File: config.mk
export PLATFORM = sky130hd
export DESIGN_NAME = ook_threshold_slicer
export DESIGN_NICKNAME = d
export VERILOG_FILES = /design/src/shared/ook_slicer_pkg.sv /design/src/rtl/bit_fifo.sv /design/src/rtl/peak_window.sv /design/src/rtl/ook_threshold_slicer.sv
export SDC_FILE = /design/constraint.sdc
export NUM_CORES = 1
export LEC_CHECK = 0
export BUFFER_PORTS_ARGS = -buffer_cell sky130_fd_sc_hd__buf_2
export CAP_MARGIN = 10
export CORE_MARGIN = 3
export CORE_UTILIZATION = 57
export DETAILED_ROUTE_END_ITERATION = 8
export GPL_TIMING_DRIVEN = 1
export PLACE_DENSITY_LB_ADDON = 0.2
export SLEW_MARGIN = 20
export SYNTH_ARGS = -nofsm -noshare
export SYNTH_HDL_FRONTEND = slang
export SYNTH_SLANG_ARGS = --single-unit
export TNS_END_PERCENT = 5
File: constraint.sdc
create_clock -name clk -period 15.17 [get_ports clk]
set_input_delay 3.034 -clock clk [delete_from_list [all_inputs] [get_ports clk]]
set_output_delay 3.034 -clock clk [all_outputs]
set_load 0.02 [all_outputs]
File: src/shared/ook_slicer_pkg.sv
package ook_slicer_pkg;

    // ----------------------------------------
    // Register map
    // ----------------------------------------
    localparam logic [2:0] ADDR_CTRL   = 3'h0;
    localparam logic [2:0] ADDR_FIXED  = 3'h1;
    localparam logic [2:0] ADDR_OFFSET = 3'h2;
    localparam logic [2:0] ADDR_PEAK   = 3'h3;
    localparam logic [2:0] ADDR_THRESH = 3'h4;

    // ----------------------------------------
    // Control fields
    // ----------------------------------------
    localparam int CTRL_MODE_BIT  = 0;
    localparam int CTRL_DECAY_BIT = 1;
    localparam int CTRL_STEP_LSB  = 2;
    localparam int CTRL_RATE_LSB  = 5;

    // ----------------------------------------
    // Reset values
    // ----------------------------------------
    localparam logic [7:0] CTRL_RESET   = 8'h06;
    localparam logic [7:0] FIXED_RESET  = 8'h50;
    localparam logic [7:0] OFFSET_RESET = 8'h10;

    // ----------------------------------------
    // Timing
    // ----------------------------------------
    localparam logic [3:0] HOLD_SYMS = 4'h8;

    // Decay step per selector, index 7 first
    localparam logic [7:0][3:0] DECAY_STEPS = {4'hF, 4'hC, 4'h9, 4'h6, 4'h5, 4'h3, 4'h2, 4'h1};
    // Half-symbols between decay events: 4, 2, 1, 0.5 symbols
    localparam logic [3:0][3:0] RATE_HALVES = {4'h1, 4'h2, 4'h4, 4'h8};

    typedef enum logic {tracked_peak_mode, fixed_level_mode} slice_mode_t;

endpackage : ook_slicer_pkg

File: src/rtl/bit_fifo.sv
`timescale 1ns/1ps
module bit_fifo #(
    parameter int WIDTH = 1,
    parameter int DEPTH = 4
) (
    // Clock and reset
    input  wire logic             clk,
    input  wire logic             rst,
    // Fill side
    input  wire logic [WIDTH-1:0] in_data,
    input  wire logic             in_valid,
    output logic                  in_ready,
    // Drain side
    output logic [WIDTH-1:0]      out_data,
    output logic                  out_valid,
    input  wire logic             out_ready
);
    localparam int CW = $clog2(DEPTH + 1);

    typedef struct packed {
        logic [DEPTH-1:0][WIDTH-1:0] mem;
        logic [CW-1:0]               cnt;
        logic                        rdy;
        logic                        vld;
    } fifo_state_t;

    fifo_state_t state_q;
    fifo_state_t state_d;

    logic push;
    logic pop;

    assign push      = in_valid && state_q.rdy;
    assign pop       = out_ready && state_q.vld;
    assign in_ready  = state_q.rdy;
    assign out_valid = state_q.vld;
    assign out_data  = state_q.mem[0];

    // Head sits in slot 0 so the output is a plain flop
    always_comb
    begin
        state_d = state_q;
        if (pop)
        begin
            for (int i = 0; i < DEPTH - 1; i++)
                state_d.mem[i] = state_q.mem[i+1];
        end
        if (push)
            state_d.mem[CW'(state_q.cnt - CW'(pop))] = in_data;
        state_d.cnt = CW'(state_q.cnt + CW'(push) - CW'(pop));
        state_d.rdy = state_d.cnt != CW'(DEPTH);
        state_d.vld = state_d.cnt != '0;
    end

    always_ff @(posedge clk or posedge rst)
    begin
        if (rst)
            state_q <= '{mem: '0, cnt: '0, rdy: 1'b1, vld: 1'b0};
        else
            state_q <= state_d;
    end
endmodule : bit_fifo

File: src/rtl/peak_window.sv
`timescale 1ns/1ps
module peak_window #(
    parameter int SYMS = 8
) (
    // Clock and reset
    input  wire logic       clk,
    input  wire logic       rst,
    // Samples and symbol timing
    input  wire logic [7:0] sample,
    input  wire logic       sample_valid,
    input  wire logic       sym_stb,
    // Window maximum
    output logic [7:0]      max_q
);
    typedef struct packed {
        logic [SYMS-1:0][7:0] slot;
        logic [7:0]           cur;
        logic [7:0]           max;
    } win_state_t;

    win_state_t state_q;
    win_state_t state_d;

    assign max_q = state_q.max;

    // Current symbol's max plus the previous SYMS-1 symbols
    always_comb
    begin
        state_d = state_q;
        if (sample_valid && sample > state_q.cur)
            state_d.cur = sample;
        if (sym_stb)
        begin
            for (int i = SYMS - 1; i > 0; i--)
                state_d.slot[i] = state_q.slot[i-1];
            state_d.slot[0] = state_d.cur;
            state_d.cur = sample_valid ? sample : 8'h00;
        end
        state_d.max = state_d.cur;
        for (int i = 0; i < SYMS - 1; i++)
        begin
            if (state_d.slot[i] > state_d.max)
                state_d.max = state_d.slot[i];
        end
    end

    always_ff @(posedge clk or posedge rst)
    begin
        if (rst)
            state_q <= '0;
        else
            state_q <= state_d;
    end

endmodule : peak_window

File: src/rtl/ook_threshold_slicer.sv
`timescale 1ns/1ps
module ook_threshold_slicer #(
    parameter int FIFO_DEPTH = 4,
    parameter int HOLD_WIN   = 8
) (
    // Clock and reset
    input  wire logic       clk,
    input  wire logic       rst,
    // Register port
    input  wire logic [2:0] addr,
    input  wire logic [7:0] wdata,
    input  wire logic       wr,
    input  wire logic       rd,
    output logic [7:0]      rdata,
    // Signal strength samples
    input  wire logic [7:0] rssi,
    input  wire logic       rssi_valid,
    output logic            rssi_ready,
    // Symbol timing
    input  wire logic       sym_stb,
    input  wire logic       half_stb,
    // Demodulated stream to packet decoder
    output logic            demod_bit,
    output logic            demod_valid,
    input  wire logic       demod_ready
);
    typedef struct packed {
        logic [7:0] ctrl;
        logic [7:0] fixed;
        logic [7:0] offset;
        logic [7:0] rdata;
        logic [7:0] peak;
        logic [7:0] thresh;
        logic [3:0] hold;
        logic [3:0] div;
    } slicer_state_t;

    slicer_state_t state_q;
    slicer_state_t state_d;

    ook_slicer_pkg::slice_mode_t mode;

    logic       decay_en;
    logic [7:0] step;
    logic [3:0] period;
    logic [7:0] win_max;
    logic [7:0] peak_eff;
    logic [7:0] thresh;
    logic       bit_out;
    logic       push;
    logic       fifo_ready;
    logic       tick;

    // ----------------------------------------
    // Control decode
    // ----------------------------------------
    assign mode     = ook_slicer_pkg::slice_mode_t'(state_q.ctrl[ook_slicer_pkg::CTRL_MODE_BIT]);
    assign decay_en = state_q.ctrl[ook_slicer_pkg::CTRL_DECAY_BIT]
                      && mode == ook_slicer_pkg::tracked_peak_mode;
    assign step     = {4'h0, ook_slicer_pkg::DECAY_STEPS[state_q.ctrl[ook_slicer_pkg::CTRL_STEP_LSB +: 3]]};
    assign period   = ook_slicer_pkg::RATE_HALVES[state_q.ctrl[ook_slicer_pkg::CTRL_RATE_LSB +: 2]];
    // Every strobe is a half-symbol, so 0.5-symbol rate needs half_stb
    assign tick     = sym_stb || half_stb;

    // ----------------------------------------
    // Slicing
    // ----------------------------------------
    peak_window #(
        .SYMS         (HOLD_WIN)
    ) u_window (
        .clk          (clk),
        .rst          (rst),
        .sample       (rssi),
        .sample_valid (rssi_valid),
        .sym_stb      (sym_stb),
        .max_q        (win_max)
    );

    always_comb
    begin
        // Window result lags a cycle, so fold the live sample in
        if (decay_en)
            peak_eff = state_q.peak;
        else if (rssi_valid && rssi > win_max)
            peak_eff = rssi;
        else
            peak_eff = win_max;
        if (mode == ook_slicer_pkg::fixed_level_mode)
            thresh = state_q.fixed;
        else if (peak_eff > state_q.offset)
            thresh = peak_eff - state_q.offset;
        else
            thresh = 8'h00;
    end

    assign bit_out = rssi > thresh;
    assign push    = rssi_valid && fifo_ready;

    bit_fifo #(
        .WIDTH     (1),
        .DEPTH     (FIFO_DEPTH)
    ) u_fifo (
        .clk       (clk),
        .rst       (rst),
        .in_data   (bit_out),
        .in_valid  (rssi_valid),
        .in_ready  (fifo_ready),
        .out_data  (demod_bit),
        .out_valid (demod_valid),
        .out_ready (demod_ready)
    );

    assign rssi_ready = fifo_ready;
    assign rdata      = state_q.rdata;

    // ----------------------------------------
    // Registers, peak tracking and decay
    // ----------------------------------------
    always_comb
    begin
        state_d        = state_q;
        state_d.thresh = thresh;
        state_d.rdata  = 8'h00;
        if (wr)
        begin
            if (addr == ook_slicer_pkg::ADDR_CTRL)
                state_d.ctrl = {1'b0, wdata[6:0]};
            else if (addr == ook_slicer_pkg::ADDR_FIXED)
                state_d.fixed = wdata;
            else if (addr == ook_slicer_pkg::ADDR_OFFSET)
                state_d.offset = wdata;
        end
        if (rd)
        begin
            if (addr == ook_slicer_pkg::ADDR_CTRL)
                state_d.rdata = state_q.ctrl;
            else if (addr == ook_slicer_pkg::ADDR_FIXED)
                state_d.rdata = state_q.fixed;
            else if (addr == ook_slicer_pkg::ADDR_OFFSET)
                state_d.rdata = state_q.offset;
            else if (addr == ook_slicer_pkg::ADDR_PEAK)
                state_d.rdata = peak_eff;
            else if (addr == ook_slicer_pkg::ADDR_THRESH)
                state_d.rdata = state_q.thresh;
        end
        // A larger sample always wins over a decay tick
        if (rssi_valid && rssi > state_q.peak)
        begin
            state_d.peak = rssi;
            state_d.hold = 4'h0;
            state_d.div  = 4'h0;
        end
        else if (state_q.hold != ook_slicer_pkg::HOLD_SYMS)
        begin
            if (sym_stb)
                state_d.hold = 4'(state_q.hold + 4'h1);
        end
        else if (decay_en && tick)
        begin
            if (4'(state_q.div + 4'h1) >= period)
            begin
                state_d.div  = 4'h0;
                state_d.peak = (state_q.peak > step) ? 8'(state_q.peak - step) : 8'h00;
            end
            else
                state_d.div = 4'(state_q.div + 4'h1);
        end
    end

    always_ff @(posedge clk or posedge rst)
    begin
        if (rst)
        begin
            state_q        <= '0;
            state_q.ctrl   <= ook_slicer_pkg::CTRL_RESET;
            state_q.fixed  <= ook_slicer_pkg::FIXED_RESET;
            state_q.offset <= ook_slicer_pkg::OFFSET_RESET;
        end
        else
            state_q <= state_d;
    end
endmodule : ook_threshold_slicer

==> impl_metrics.csv <==
group,metric,value,unit
outcome,status,"finished, violations left",
outcome,violations,"setup timing",
clock_network,cts.sinks,136,
finish,layout_common_cells,"186 x buf_4, 130 x dfrtp_1, 99 x inv_1",
grt,grt_usage,0.2919,
sta,layout_setup_ws,-1.671,ns
synthesis,synthCells,1126,
critical_path,crit_start,"rssi[7]",
sta,fmax,0.05938,GHz
grt,grt_remaining_overflow,0,
routing,first_pass_iters,5,
clock_network,insertion_delay,0.43,ns
critical_path,arrival,17.14,ns
critical_path,crit_end,"u_window.max_q[7]",
routing,antenna_left,0,
clock_network,cts_buffers,17,
placement,portBuffers,37,
clock_network,clk_pin_slew,0.06,ns
routing,drtIter0Drc,708,
synthesis,syn_area_per_cell,9.130,µm²
placement,dp_cells,1503,
synthesis,synth_warnings,0,
critical_path,required,15.47,ns
synthesis,ys_seq_elements,136,
clock_network,clk_path_buf_depth,2,
critical_path,critical_path.slowest_cell,"or4_1",
critical_path,cp-end-kind,"flip-flop",
finish,nets,1468,
routing,avgRoutedWirePerCell,18.89,µm
grt,grt_max_degree,78,
grt,antenna_found_initial,0,
synthesis,synthesis.nets,1259,
critical_path,reg2reg_slack,0.53,ns
synthesis,synthFlopType,"dfrtp_1",
routing,vias_per_cell,6.086,
synthesis,synth_cell_type_count,85,
sta,hold_viol_final,0,
placement,place_congestion,0.9358,
critical_path,critical_path_peak_fanout,8,
sta,finalSetupViolations,8,
floorplan,core_area,17480,µm²
routing,drc,0,
routing,wirelength,29720,µm
critical_path,path_common_cell,"a21o_1",
sta,max_slew_margin,0.3357,
routing,via_count,9574,
grt,grt_pass1_vias,9565,
critical_path,r2r_end,"u_window.max_q[7]",
critical_path,start_kind,"input port",
critical_path,crit_type,"in -> reg",
sta,rsz0062_at_grt,"yes",
grt,grt_pass1_wl,47130,µm
critical_path,crit-reg2reg-launch,"u_window.state_q[13]",
floorplan,dieArea,19680,µm²
clock_network,cts_root_buffer,"clkbuf_16",
synthesis,synth_edf_count,0,
sta,slew_violations,0,
floorplan,die_h,140.3,µm
clock_network,tritoncts,"done",
synthesis,synth_area,10280,µm²
synthesis,ys_seq_area_frac,0.3318,
clock_network,ctsHtreeMaxLevel,4,
floorplan,io_pins,38,
floorplan,start_util,0.5882,
sta,period_minus_slack,16.84,ns
critical_path,slowest_delay,0.54,ns
finish,layout_commonest_cell,"buf_4",
finish,stdcell_count,1573,
floorplan,row_count,48,
finish,area_delta_synth_final,30.62,%
finish,drive_above_1_share,0.3427,
sta,tightestPinTransition,0.9898,ns
finish,diodes,0,
run,cap_violations,0,
placement,dp_hpwl,20530,µm
floorplan,fp.dieW,140.3,µm
critical_path,r2r_cells,84,
sta,clock_skew,0.01003,ns
clock_network,cts_hold_buf,0,
synthesis,synth_async_sr_flop_share,1.000,
sta,post-route-period-util,1.110,
hold_path,hp-class,"reg -> reg",
==> final cells by class <==
class	instances	area [µm²]
Timing Repair inverter	1	7.507
Multi-Input combinational cell	836	6977
Sequential cell	136	3411
Fill cell	1156	4049
Clock buffer	19	442.9
Clock inverter	13	146.4
Timing Repair Buffer	234	1743
Tap cell	225	281.5
Inverter	109	419.2
==> Yosys cell counts, types with 6 or more instances <==
| cell | count | share of area |
|---|---|---|
| o21a_1 | 6 | 0.0044 |
| xor2_1 | 8 | 0.0068 |
| dfrtp_1 | 130 | 0.32 |
| and2_1 | 8 | 0.0049 |
| buf_4 | 9 | 0.0066 |
| a22oi_1 | 8 | 0.0058 |
| nand3_1 | 26 | 0.013 |
| xnor2_1 | 11 | 0.0094 |
| inv_1 | 106 | 0.039 |
| a31oi_1 | 10 | 0.0061 |
| mux2_2 | 49 | 0.054 |
| ha_1 | 103 | 0.13 |
| a211oi_1 | 9 | 0.0066 |
| nand2_1 | 82 | 0.030 |
| and3_1 | 6 | 0.0037 |
| mux2i_1 | 52 | 0.051 |
| o21ai_0 | 84 | 0.041 |
| nor3_1 | 20 | 0.0097 |
| o22ai_1 | 9 | 0.0055 |
| o211a_1 | 9 | 0.0088 |
| o31ai_1 | 9 | 0.0066 |
| or3_1 | 9 | 0.0055 |
| nor2b_1 | 17 | 0.010 |
| a21o_1 | 30 | 0.022 |
| nand4_1 | 20 | 0.012 |
| a21oi_1 | 83 | 0.040 |
| nand2b_1 | 18 | 0.011 |
| clkbuf_1 | 24 | 0.0088 |
| dfstp_2 | 6 | 0.015 |
| nor2_1 | 53 | 0.019 |
==> kinds of logic after synthesis <==
family,Yosys count,synth area share
buffers and inverters,154,0.06159
DFF,136,0.3318
xor gates and xnor gates,20,0.01887
and+or+nand+nor,294,0.1461
muxes,102,0.1054
AOI/OAI and AO/OA,314,0.2051
adders and majority gates,106,0.1312
==> through the flow <==
| step | setup WS (ns) | cell area [µm²] | utilization | hold WS (ns) | TNS [ns] |
|---|---|---|---|---|---|
| floorplan | -1.750 | 10570 | - | 0.4480 | -13.47 |
| global placement | -1.890 | 12010 | 0.6874 | 0.4682 | -14.63 |
| detailed placement | -2.305 | 12010 | 0.6874 | 0.4746 | -17.93 |
| CTS | -1.382 | 12920 | 0.7392 | 0.4886 | -10.63 |
| global route | -2.368 | 13430 | 0.7683 | 0.5353 | -18.32 |
| finish | -1.671 | 13430 | 0.7683 | 0.4846 | -12.82 |
==> flip-flops by register name, summed over array words and instances (netlist names) <==
| register | cells |
|---|---|
| mode | 1 |
| rdata | 8 |
| state_q | 46 |
| u_fifo.in_ready | 1 |
| u_fifo.out_data | 1 |
| u_fifo.out_valid | 1 |
| u_fifo.state_q | 6 |
| u_window.max_q | 8 |
| u_window.state_q | 64 |
==> worst max-delay path: cells and delay by family <==
kind,cells,cell delay [ns]
AO/OA/AOI/OAI,39,5.82
adder cells (fa/ha/maj),8,2.03
buffers and inverters,11,1.37
multiplexers,5,1.24
AND/OR/NAND/NOR,21,3.57
==> worst min-delay path by stage <==
stage | startpoint | endpoint | slack, ns | cells after the start
floorplan | u_fifo.state_q[8] | u_fifo.state_q[8] | 0.45 | 2
detailed placement | u_fifo.state_q[8] | u_fifo.state_q[8] | 0.47 | 2
CTS | u_fifo.state_q[8] | u_fifo.state_q[8] | 0.49 | 2
global route | u_window.state_q[69] | u_window.state_q[69] | 0.54 | 1
global placement | u_fifo.state_q[8] | u_fifo.state_q[8] | 0.47 | 2
finish | u_fifo.state_q[8] | u_fifo.state_q[8] | 0.48 | 2
==> timing repair <==
action,4_1_cts,5_1_grt
pin swaps,35,48
resized for setup,42,78
endpoints found under the hold margin,0,0
cloned,1,1
endpoints found under the setup margin,8,8
buffers inserted,14,22
==> layer usage <==
layer	track usage	vias up	routed length [µm]
li1	-	4501	-
met1	0.3683	4635	12260
met2	0.5078	355	14880
met3	0.04234	83	1377
met4	0.1091	0	1200
met5	0	-	0
Power is not shown: default switching activity piles up to over one toggle a cycle in this logic, so the estimate is an artifact.
